[src/core/fbsm_pkg.sv]
package fbsm_pkg;
    localparam logic [3:0] FBSM_NET_INIT = 4'h1;
    localparam logic [3:0] FBSM_NET_PREOP = 4'h2;
    localparam logic [3:0] FBSM_NET_SAFEOP = 4'h4;
    localparam logic [3:0] FBSM_NET_OP = 4'h8;
    localparam logic [3:0] FBSM_MODE_NONE = 4'h0;
    localparam logic [3:0] FBSM_MODE_PP = 4'h1;
    localparam logic [3:0] FBSM_MODE_PV = 4'h3;
    localparam logic [3:0] FBSM_MODE_PT = 4'h4;
    localparam logic [3:0] FBSM_MODE_HM = 4'h6;
    localparam logic [3:0] FBSM_MODE_CSP = 4'h8;
    localparam logic [3:0] FBSM_MODE_CSV = 4'h9;
    localparam logic [3:0] FBSM_MODE_CST = 4'ha;
    localparam logic [3:0] FBSM_HDR_TYPE_PROC = 4'h1;
    localparam logic [7:0] FBSM_MODE_SEL_PP = 8'h01;
    localparam logic [7:0] FBSM_MODE_SEL_PV = 8'h03;
    localparam logic [7:0] FBSM_MODE_SEL_PT = 8'h04;
    localparam logic [7:0] FBSM_MODE_SEL_HM = 8'h06;
    localparam logic [7:0] FBSM_MODE_SEL_CSP = 8'h08;
    localparam logic [7:0] FBSM_MODE_SEL_CSV = 8'h09;
    localparam logic [7:0] FBSM_MODE_SEL_CST = 8'h0a;
    typedef enum logic [1:0] {
        FBSM_ST_INIT,
        FBSM_ST_PREOP,
        FBSM_ST_SAFEOP,
        FBSM_ST_OP
    } fbsm_state_t;
endpackage : fbsm_pkg

[src/core/fbsm_frm_if.sv]
`timescale 1ns/1ns
`default_nettype none
interface fbsm_frm_if;
    logic frm_start;
    logic [3:0] hdr_type;
    logic dgram_valid;
    logic dgram_last;
    logic accept;
    logic dgram_take;
    logic frame_done;
    modport filt (
        input frm_start, hdr_type, dgram_valid, dgram_last,
        output accept, dgram_take, frame_done
    );
    modport top (
        output frm_start, hdr_type, dgram_valid, dgram_last,
        input accept, dgram_take, frame_done
    );
endinterface : fbsm_frm_if
`default_nettype wire

[src/core/fbsm_top.sv]
`timescale 1ns/1ns
`default_nettype none
// Notes on behaviour
// net state codes 1,2,4,8
// mode codes 1 PP, 3 PV, 4 PT
// mode code 0 none, 6 homing
// mode codes 8 CSP, 9 CSV, a CST
// all seven drive modes accepted
// process frames only with header type 1
// one header then datagrams, parsed sequentially
// frame bytes forwarded unchanged
// init: no sdo, txpdo, rxpdo
// master sets addresses before pre-op request
// pre-op: sdo only
// master maps pdo before safe-op request
// safe-op: sdo, txpdo; outputs ignored
// master sends outputs before op request
// op: sdo, txpdo, rxpdo all on
// upward request only to next state
// reset enters init, reports code 1
module fbsm_top (
    input wire logic sys_clk,
    input wire logic sys_rst,
    input wire logic req_valid,
    input wire logic [3:0] req_state,
    input wire logic [7:0] mode_sel,
    input wire logic frm_start,
    input wire logic [3:0] hdr_type,
    input wire logic dgram_valid,
    input wire logic dgram_last,
    input wire logic [7:0] rx_data,
    input wire logic rx_valid,
    input wire logic rxpdo_valid,
    input wire logic [15:0] rxpdo_data,
    output logic [7:0] tx_data,
    output logic tx_valid,
    output logic [3:0] net_code,
    output logic [3:0] mode_code,
    output logic sdo_en,
    output logic txpdo_en,
    output logic rxpdo_en,
    output logic [15:0] out_data,
    output logic out_valid,
    output logic frame_accept,
    output logic dgram_pulse,
    output logic frame_done
);
    typedef struct packed {
        fbsm_pkg::fbsm_state_t st;
        logic [3:0] net_code;
        logic [3:0] mode_code;
        logic sdo_en;
        logic txpdo_en;
        logic rxpdo_en;
        logic [15:0] out_data;
        logic out_valid;
        logic [7:0] tx_data;
        logic tx_valid;
        logic frame_accept;
        logic dgram_pulse;
        logic frame_done;
    } fbsm_top_t;
    fbsm_top_t s_r;
    fbsm_top_t s_nxt;

    fbsm_frm_if frm ();
    assign frm.frm_start = frm_start;
    assign frm.hdr_type = hdr_type;
    assign frm.dgram_valid = dgram_valid;
    assign frm.dgram_last = dgram_last;
    fbsm_frame_filter u_filt (
        .sys_clk(sys_clk),
        .sys_rst(sys_rst),
        .frm(frm)
    );

    logic req_ok;
    logic req_go;
    fbsm_pkg::fbsm_state_t req_tgt;
    // illegal codes keep the target at the current state, so they change nothing
    always_comb begin
        req_ok = 1'b1;
        req_tgt = s_r.st;
        case (req_state)
            fbsm_pkg::FBSM_NET_INIT: begin
                req_tgt = fbsm_pkg::FBSM_ST_INIT;
            end
            fbsm_pkg::FBSM_NET_PREOP: begin
                req_tgt = fbsm_pkg::FBSM_ST_PREOP;
            end
            fbsm_pkg::FBSM_NET_SAFEOP: begin
                req_tgt = fbsm_pkg::FBSM_ST_SAFEOP;
            end
            fbsm_pkg::FBSM_NET_OP: begin
                req_tgt = fbsm_pkg::FBSM_ST_OP;
            end
            default: begin
                req_ok = 1'b0;
            end
        endcase
    end

    // table of legal moves: any step down, one step up
    always_comb begin
        req_go = 1'b0;
        case (s_r.st)
            fbsm_pkg::FBSM_ST_INIT: begin
                req_go = (req_tgt == fbsm_pkg::FBSM_ST_INIT)
                    || (req_tgt == fbsm_pkg::FBSM_ST_PREOP);
            end
            fbsm_pkg::FBSM_ST_PREOP: begin
                req_go = (req_tgt != fbsm_pkg::FBSM_ST_OP);
            end
            fbsm_pkg::FBSM_ST_SAFEOP: begin
                req_go = 1'b1;
            end
            fbsm_pkg::FBSM_ST_OP: begin
                req_go = 1'b1;
            end
            default: begin
                req_go = 1'b0;
            end
        endcase
    end

    always_comb begin
        s_nxt = s_r;
        if (req_valid && req_ok && req_go) begin
            s_nxt.st = req_tgt;
        end
        case (s_nxt.st)
            fbsm_pkg::FBSM_ST_INIT: begin
                s_nxt.net_code = fbsm_pkg::FBSM_NET_INIT;
                s_nxt.sdo_en = 1'b0;
                s_nxt.txpdo_en = 1'b0;
                s_nxt.rxpdo_en = 1'b0;
            end
            fbsm_pkg::FBSM_ST_PREOP: begin
                s_nxt.net_code = fbsm_pkg::FBSM_NET_PREOP;
                s_nxt.sdo_en = 1'b1;
                s_nxt.txpdo_en = 1'b0;
                s_nxt.rxpdo_en = 1'b0;
            end
            fbsm_pkg::FBSM_ST_SAFEOP: begin
                s_nxt.net_code = fbsm_pkg::FBSM_NET_SAFEOP;
                s_nxt.sdo_en = 1'b1;
                s_nxt.txpdo_en = 1'b1;
                s_nxt.rxpdo_en = 1'b0;
            end
            fbsm_pkg::FBSM_ST_OP: begin
                s_nxt.net_code = fbsm_pkg::FBSM_NET_OP;
                s_nxt.sdo_en = 1'b1;
                s_nxt.txpdo_en = 1'b1;
                s_nxt.rxpdo_en = 1'b1;
            end
            default: begin
                s_nxt.net_code = fbsm_pkg::FBSM_NET_INIT;
                s_nxt.sdo_en = 1'b0;
                s_nxt.txpdo_en = 1'b0;
                s_nxt.rxpdo_en = 1'b0;
            end
        endcase
        case (mode_sel)
            fbsm_pkg::FBSM_MODE_SEL_PP: begin
                s_nxt.mode_code = fbsm_pkg::FBSM_MODE_PP;
            end
            fbsm_pkg::FBSM_MODE_SEL_PV: begin
                s_nxt.mode_code = fbsm_pkg::FBSM_MODE_PV;
            end
            fbsm_pkg::FBSM_MODE_SEL_PT: begin
                s_nxt.mode_code = fbsm_pkg::FBSM_MODE_PT;
            end
            fbsm_pkg::FBSM_MODE_SEL_HM: begin
                s_nxt.mode_code = fbsm_pkg::FBSM_MODE_HM;
            end
            fbsm_pkg::FBSM_MODE_SEL_CSP: begin
                s_nxt.mode_code = fbsm_pkg::FBSM_MODE_CSP;
            end
            fbsm_pkg::FBSM_MODE_SEL_CSV: begin
                s_nxt.mode_code = fbsm_pkg::FBSM_MODE_CSV;
            end
            fbsm_pkg::FBSM_MODE_SEL_CST: begin
                s_nxt.mode_code = fbsm_pkg::FBSM_MODE_CST;
            end
            default: begin
                s_nxt.mode_code = fbsm_pkg::FBSM_MODE_NONE;
            end
        endcase
        // output data only drives the axis in op; safe-op drops it
        s_nxt.out_valid = rxpdo_valid && s_r.rxpdo_en && frm.accept;
        if (s_nxt.out_valid) begin
            s_nxt.out_data = rxpdo_data;
        end
        // byte stream forwarded untouched, one cycle of latency
        s_nxt.tx_data = rx_data;
        s_nxt.tx_valid = rx_valid;
        s_nxt.frame_accept = frm.accept;
        s_nxt.dgram_pulse = frm.dgram_take;
        s_nxt.frame_done = frm.frame_done;
    end

    always_ff @(posedge sys_clk) begin
        if (sys_rst) begin
            s_r <= '0;
            s_r.st <= fbsm_pkg::FBSM_ST_INIT;
            s_r.net_code <= fbsm_pkg::FBSM_NET_INIT;
        end else begin
            s_r <= s_nxt;
        end
    end

    assign tx_data = s_r.tx_data;
    assign tx_valid = s_r.tx_valid;
    assign net_code = s_r.net_code;
    assign mode_code = s_r.mode_code;
    assign sdo_en = s_r.sdo_en;
    assign txpdo_en = s_r.txpdo_en;
    assign rxpdo_en = s_r.rxpdo_en;
    assign out_data = s_r.out_data;
    assign out_valid = s_r.out_valid;
    assign frame_accept = s_r.frame_accept;
    assign dgram_pulse = s_r.dgram_pulse;
    assign frame_done = s_r.frame_done;
endmodule : fbsm_top
`default_nettype wire

[src/core/fbsm_frame_filter.sv]
`timescale 1ns/1ns
`default_nettype none
module fbsm_frame_filter (
    input wire logic sys_clk,
    input wire logic sys_rst,
    fbsm_frm_if.filt frm
);
    typedef struct packed {
        logic in_frame;
        logic accept;
    } fbsm_filt_t;
    fbsm_filt_t s_r;
    fbsm_filt_t s_nxt;
    always_comb begin
        s_nxt = s_r;
        if (frm.frm_start) begin
            s_nxt.in_frame = 1'b1;
            s_nxt.accept = (frm.hdr_type == fbsm_pkg::FBSM_HDR_TYPE_PROC);
        end else if (frm.dgram_valid && frm.dgram_last) begin
            s_nxt.in_frame = 1'b0;
            s_nxt.accept = 1'b0;
        end
    end
    // datagrams counted one after another, only inside an accepted frame
    assign frm.accept = s_r.accept;
    assign frm.dgram_take = s_r.in_frame && s_r.accept && frm.dgram_valid;
    assign frm.frame_done = s_r.in_frame && frm.dgram_valid && frm.dgram_last;
    always_ff @(posedge sys_clk) begin
        if (sys_rst) begin
            s_r <= '0;
        end else begin
            s_r <= s_nxt;
        end
    end
endmodule : fbsm_frame_filter
`default_nettype wire

[config.mk]
export PLATFORM = sky130hd
export DESIGN_NAME = fbsm_top
export DESIGN_NICKNAME = d
export VERILOG_FILES = /design/src/core/fbsm_pkg.sv /design/src/core/fbsm_frm_if.sv /design/src/core/fbsm_top.sv /design/src/core/fbsm_frame_filter.sv
export SDC_FILE = /design/constraint.sdc
export NUM_CORES = 1
export LEC_CHECK = 0
export BUFFER_PORTS_ARGS = -buffer_cell sky130_fd_sc_hd__buf_2
export CAP_MARGIN = 10
export CORE_ASPECT_RATIO = 1.75
export CORE_MARGIN = 2
export CORE_UTILIZATION = 40
export DETAILED_ROUTE_END_ITERATION = 12
export GPL_ROUTABILITY_DRIVEN = 0
export PLACE_DENSITY = 0.73
export SLEW_MARGIN = 0
export SYNTH_ARGS = -nofsm -noshare
export SYNTH_HDL_FRONTEND = slang
export SYNTH_SLANG_ARGS = --single-unit
[constraint.sdc]
create_clock -name sys_clk -period 1.4 [get_ports sys_clk]
set_input_delay 0.07 -clock sys_clk [delete_from_list [all_inputs] [get_ports sys_clk]]
set_output_delay 0.07 -clock sys_clk [all_outputs]
set_load 0.005 [all_outputs]
==> results of run 1 <==
## critical path, stage by stage, from the launching register on
cell	delay [ns]
dfxtp_4	0.38
nor3b_2	0.06
o21ai_2	0.16
o311a_4	0.26
mux2_4	0.31
nor3_2	0.14
## power groups by stage
stage / combinational (W) / sequential [W] / clock, W
after floorplan: 0.000104 / 0.00125 / 0
after detailed placement: 0.000202 / 0.00125 / 0
final: 0.000234 / 0.00122 / 0.000767
after CTS: 0.000225 / 0.00122 / 0.000800
after global placement: 0.000198 / 0.00125 / 0
after global routing: 0.000261 / 0.00123 / 0.000858
## cell usage in the layout (no fill, tap or decap), types with 2 or more instances in the layout
cell type      count
nor2b_1           12
nor4b_1            3
nor3_2             2
a21oi_1           19
buf_2             87
buf_4             11
nor2_1            11
dlygate4sd3_1      9
a211oi_1           2
nor3_1             2
nand2_1           38
clkbuf_8           6
and3_1             4
dfxtp_1           41
## layer usage
metal / up-vias / share of wire, % / global-route usage [%]
met1: 664 / 34 / 13.5
met2: 58 / 56 / 27.5
met5: - / 0 / 0
met3: 5 / 8.2 / 5.59
met4: 0 / 2.2 / 8.13
li1: 754 / - / -
## flip-flops by register name (all words and copies together), names as in the netlist
signal and cells:
s_r 2, tx_valid 1, out_data 16, frame_accept 1, sdo_en 1, dgram_pulse 1, tx_data 8, u_filt.s_r 1
u_filt.frm.accept 1, out_valid 1, frame_done 1, mode_code 4, net_code 4
## cell families (layout without fill, tap and decap cells)
group	Yosys count	after routing	share of synthesized area (%)
flops	42	42	48.0
compound gates	30	30	10.4
buf+inv	42	116	16.5
mux	2	2	1.64
xor+xnor	2	2	1.43
simple gates	78	78	22.0
## final cells by class
type / instances / share of cell area [%]
sequential: 42 / 37.0
tap: 49 / 2.69
clock buffer: 7 / 3.78
clock inverter: 1 / 0.219
timing repair buffer: 107 / 26.6
multi-input combinational: 112 / 29.5
inverter: 1 / 0.164
## what timing repair did
item                       in CTS  in global routing
setup endpoints to repair       6                  6
gates resized for setup         5                  5
pin swaps                       2                  2
hold endpoints to repair        9                  0
gates cloned                    0                  0
hold buffers                    9                  0
## path summary, 6_finish.rpt
| kind | start | to | cells after the start |
|---|---|---|---|
| max | s_r[40]$_SDFF_PP0_ | net_code[2]$_SDFF_PP0_ | 5 |
| min reg2reg | out_data[10]$_SDFFE_PP0P_ | out_data[10]$_SDFFE_PP0P_ | 2 |
| max reg2reg | s_r[40]$_SDFF_PP0_ | net_code[2]$_SDFF_PP0_ | 5 |
| min | rxpdo_data[7] | out_data[7]$_SDFFE_PP0P_ | 3 |
## stage by stage
stage	hold WS, ns	cells
after global routing	0.00753	319
after CTS	0.00596	319
after detailed placement	0.285	302
after floorplan	0.187	196
after global placement	0.277	302
final	0.0154	319
==> results.sh, run 1 <==
export IMPL_status="completed"
export IMPL_synth_edf_count=0
export IMPL_period_share_pct=97.7
export IMPL_area_growth_pct=30.3
export IMPL_yosys_top_cells_count="dfxtp_1, nand2_1, buf_4"
export IMPL_ys_ff_latch=42
export IMPL_yosysWarnings=0
export IMPL_grt_pass1_vias=1356
export IMPL_antenna_found_initial=0
export IMPL_grt_overflow_total=0
export IMPL_clockPowerShare_pct=34.5
export IMPL_yosysMostFrequentCell="dfxtp_1"
export IMPL_critical_path_required_ns=1.62
export IMPL_num_vias=1481
export IMPL_n_antenna_cell=0
export IMPL_swShare_pct=21.6
export IMPL_drt_iter0_drc=9
export IMPL_end_kind="register"
export IMPL_setup_viol_count_final=0
export IMPL_die_area_um2=4950
export IMPL_crit_type="reg -> reg"
export IMPL_die_w_um=54.0
export IMPL_fin_tns_setup_ns=0
export IMPL_synthTopCellsByArea="dfxtp_1, buf_4, nand2_1, a21oi_1, nor2b_1"
export IMPL_cts_tree="done"
export IMPL_crit_arrival_ns=1.59
export IMPL_maxCapViolations=0
export IMPL_setup_ws_ns=0.0315
export IMPL_fin_area_um2=2280
export IMPL_place_area_um2=2050
export IMPL_finalClockSkew_ns=0.00186
export IMPL_syn_nets=244
export IMPL_cellPowerDensity_nw_per_um2=975
export IMPL_min_period_ns=1.37
export IMPL_relSlewSlack_pct=63.2
export IMPL_synthArstFlopShare_pct=0
export IMPL_numCtsBuffers=5
export IMPL_cts_root_buf="clkbuf_8"
export IMPL_max_slew_worst_pin_slew_ns=0.545
export IMPL_total_power_w=0.00223
export IMPL_nFillCells=424
export IMPL_ios=88
export IMPL_start_util_pct=41.8
export IMPL_path_clk_slew_ns=0.07
export IMPL_grt_setup_unrepaired="true"
export IMPL_drv_slew=0
export IMPL_drt_total_wl_um=3620
export IMPL_grt_max_degree=22
export IMPL_synth_top_cell_area_share_pct=48.0
export IMPL_track_usage_pct=15.2
export IMPL_drive_above_1_share_pct=43.3
export IMPL_insertion_delay_ns=0.28
export IMPL_p_switching_w=0.000480
export IMPL_h_tree_depth=2
export IMPL_dp_slack_ns=-0.175
export IMPL_critPathMaxFanout=6
export IMPL_seq_power_share_pct=55.0
export IMPL_p_int_w=0.00174
export IMPL_hold_viol=0
export IMPL_cts_setup_buffers=0
export IMPL_hold_class="in -> reg"
export IMPL_leakage_nw=1.08
export IMPL_share_comb_of_total_power_pct=10.5
export IMPL_syn_avg_cell_area_um2=8.94
export IMPL_route_detailed_drc=0
export IMPL_portBuffers=87
export IMPL_worst_ir_drop_vdd_v=0.000560
export IMPL_grt_pass1_wl_um=5540
export IMPL_seqCellArea_um2=845
export IMPL_core_area_um2=4190
export IMPL_fmax_mhz=731
export IMPL_ys_seq_area_share_pct=48.0
export IMPL_utilization_pct=54.5
export IMPL_worstSetupStartpointType="register"
export IMPL_die_h_um=91.5
export IMPL_r2r_slack_ns=0.03
export IMPL_final_nets=317
export IMPL_vias_per_cell=4.64
export IMPL_cts_buffer_depth=2
export IMPL_synth_cell_types=31
export IMPL_synth_main_ff_cell="dfxtp_1"
export IMPL_synth_area_um2=1750
export IMPL_synth_top_cell_by_area="dfxtp_1"
export IMPL_ant_nets=0
export IMPL_hpwl_um=2660
export IMPL_cts_sinks=42
export IMPL_syn_instance_count=196
export IMPL_placementRows=31
export IMPL_multiInputGateArea_um2=673
export IMPL_dr_pass1_iters=3
export IMPL_wire_per_inst_um=11.4
Power figures use the tool's default switching activity.
==> run 2, diff against run 1 <==
PLACE_DENSITY = not set   (was 0.73)
PLACE_DENSITY_LB_ADDON = 0.12   (was not set)
==> run 2 against run 1 <==
Net effect:
- critical path depth stayed put
- power is 6.1% higher
- first-iteration DRC count stayed put
- clock skew is 0.0014 ns higher
- die area stayed put
- setup slack better by 0.045 ns
- sequential share of layout area is 0.18 points lower
==> results.sh, run 2 (synthesis gave the netlist of run 1 again) <==
export IMPL_status="completed"
export IMPL_h_tree_depth=2
export IMPL_min_period_ns=1.32
export IMPL_ios=88
export IMPL_wire_per_inst_um=10.8
export IMPL_route_detailed_drc=0
export IMPL_drt_iter0_drc=9
export IMPL_numCtsBuffers=5
export IMPL_place_area_um2=2070
export IMPL_setup_ws_ns=0.0766
export IMPL_grt_pass1_wl_um=5390
export IMPL_cpMaxStageDelayCell="dfxtp_4"
export IMPL_crit_arrival_ns=1.54
export IMPL_cts_root_buf="clkbuf_8"
export IMPL_cts_sinks=42
export IMPL_die_h_um=91.5
export IMPL_area_growth_pct=30.9
export IMPL_swShare_pct=20.3
export IMPL_max_slew_worst_pin_slew_ns=0.524
export IMPL_n_antenna_cell=0
export IMPL_final_cell_mix="buf_2, dfxtp_1, nand2_1, a21oi_1, buf_4"
export IMPL_dr_pass1_iters=2
export IMPL_cellPowerDensity_nw_per_um2=1030
export IMPL_hpwl_um=2610
export IMPL_p_switching_w=0.000479
export IMPL_utilization_pct=54.7
export IMPL_seqCellArea_um2=845
export IMPL_fmax_mhz=756
export IMPL_p_int_w=0.00188
export IMPL_crit_type="reg -> reg"
export IMPL_share_comb_of_total_power_pct=9.8
export IMPL_multiInputGateArea_um2=657
export IMPL_fin_area_um2=2290
export IMPL_end_kind="register"
export IMPL_portBuffers=87
export IMPL_critPathMaxFanout=5
export IMPL_worst_ir_drop_vdd_v=0.000580
export IMPL_num_vias=1465
export IMPL_drt_total_wl_um=3450
export IMPL_core_area_um2=4190
export IMPL_final_nets=319
export IMPL_max_stage_delay_ns=0.38
export IMPL_clockPowerShare_pct=38.4
export IMPL_path_clk_slew_ns=0.08
export IMPL_nFillCells=425
export IMPL_drv_slew=0
export IMPL_hold_viol=0
export IMPL_cts_tree="done"
export IMPL_hold_class="in -> reg"
export IMPL_dpl_cell_count=305
export IMPL_largest_register_ffs=16
export IMPL_maxCapViolations=0
export IMPL_antenna_found_initial=0
export IMPL_start_util_pct=41.8
export IMPL_finalNonFillerCells=321
export IMPL_vias_per_cell=4.56
export IMPL_period_share_pct=94.5
export IMPL_track_usage_pct=14.5
export IMPL_ant_nets=0
export IMPL_leakage_nw=1.09
export IMPL_die_area_um2=4950
export IMPL_drive_above_1_share_pct=43.4
export IMPL_grt_pass1_vias=1317
export IMPL_placementRows=31
export IMPL_die_w_um=54.0
export IMPL_relSlewSlack_pct=64.6
export IMPL_critical_path_required_ns=1.61
export IMPL_path_cells="nor3b_2, o21ai_2, o311a_4, mux2_4, nor3_2"
export IMPL_insertion_delay_ns=0.28
export IMPL_total_power_w=0.00236
export IMPL_dp_slack_ns=-0.136
export IMPL_cts_buffer_depth=2
export IMPL_setup_viol_count_final=0
export IMPL_grt_setup_unrepaired="false"
export IMPL_finalClockSkew_ns=0.00326
export IMPL_layout_commonest_cell="buf_2"
export IMPL_grt_max_degree=21
export IMPL_grt_overflow_total=0
export IMPL_worstSetupStartpointType="register"
export IMPL_seq_power_share_pct=51.8
## run 2: cell types whose count changed in the layout (fill, tap and decap cells not counted)
cell / previous run / this run
clkinv_2: 1 / 0
dlygate4sd3_1: 9 / 8
o31ai_2: 1 / 0
a32oi_2: 0 / 1
buf_4: 11 / 14
clkbuf_1: 1 / 2
o31ai_1: 1 / 2
bufinv_16: 0 / 1
a32oi_4: 1 / 0
clkbuf_8: 6 / 5
## run 2: area by class of cell
| cell class | count | share of cell area [%] |
|---|---|---|
| Sequential cell | 42 | 36.8 |
| Multi-Input combinational cell | 112 | 28.6 |
| Timing Repair Buffer | 109 | 27.1 |
| Clock buffer | 7 | 3.33 |
| Tap cell | 49 | 2.67 |
| Clock inverter | 1 | 1.31 |
| Inverter | 1 | 0.164 |
## run 2: stage by stage
step,hold WS (ns),setup TNS [ns]
floorplan,0.187,0
global placement,0.279,-0.304
detailed placement,0.286,-0.636
CTS,0.000406,-0.00861
global route,0.0150,0
finish,0.00955,0
## run 2: path summary, 6_finish.rpt
| check | startpoint | end | slack (ns) | cells after the start |
|---|---|---|---|---|
| max | s_r[40]$_SDFF_PP0_ | net_code[2]$_SDFF_PP0_ | 0.08 | 5 |
| min | rx_data[6] | tx_data[6]$_SDFF_PP0_ | 0.01 | 2 |
| max reg2reg | s_r[40]$_SDFF_PP0_ | net_code[2]$_SDFF_PP0_ | 0.08 | 5 |
| min reg2reg | out_data[3]$_SDFFE_PP0P_ | out_data[3]$_SDFFE_PP0P_ | 0.45 | 2 |
## run 2: worst max-delay path, delay by kind of cell, from the launching register on
family / cells / cell delay (ns)
compound gates: 2 / 0.39
flops: 1 / 0.38
mux: 1 / 0.30
simple gates: 2 / 0.18
## run 2: routing by layer
layer | vias to the layer above | share of wire [%] | wire [um] | track usage, %
met1 | 642 | 38 | 1300 | 14.7
li1 | 763 | - | - | -
met3 | 6 | 7.5 | 259 | 3.78
met5 | - | 0 | 0 | 0
met4 | 0 | 2.1 | 71 | 6.88
met2 | 54 | 53 | 1820 | 25.9
## run 2: repair_timing
action                                 CTS  global route
hold buffers                             8             0
gates cloned                             0             0
resized for setup                        4             4
pin swaps                                2             2
setup endpoints to repair                6             6
endpoints found under the hold margin    8             0
setup buffers                            0             0
## run 2: power groups by stage
stage               combinational (W)  sequential [W]  clock, W
floorplan                    0.000104         0.00125         0
global placement             0.000205         0.00125         0
detailed placement           0.000207         0.00125         0
CTS                          0.000226         0.00122  0.000945
global route                 0.000255         0.00123  0.000989
finish                       0.000231         0.00122  0.000907
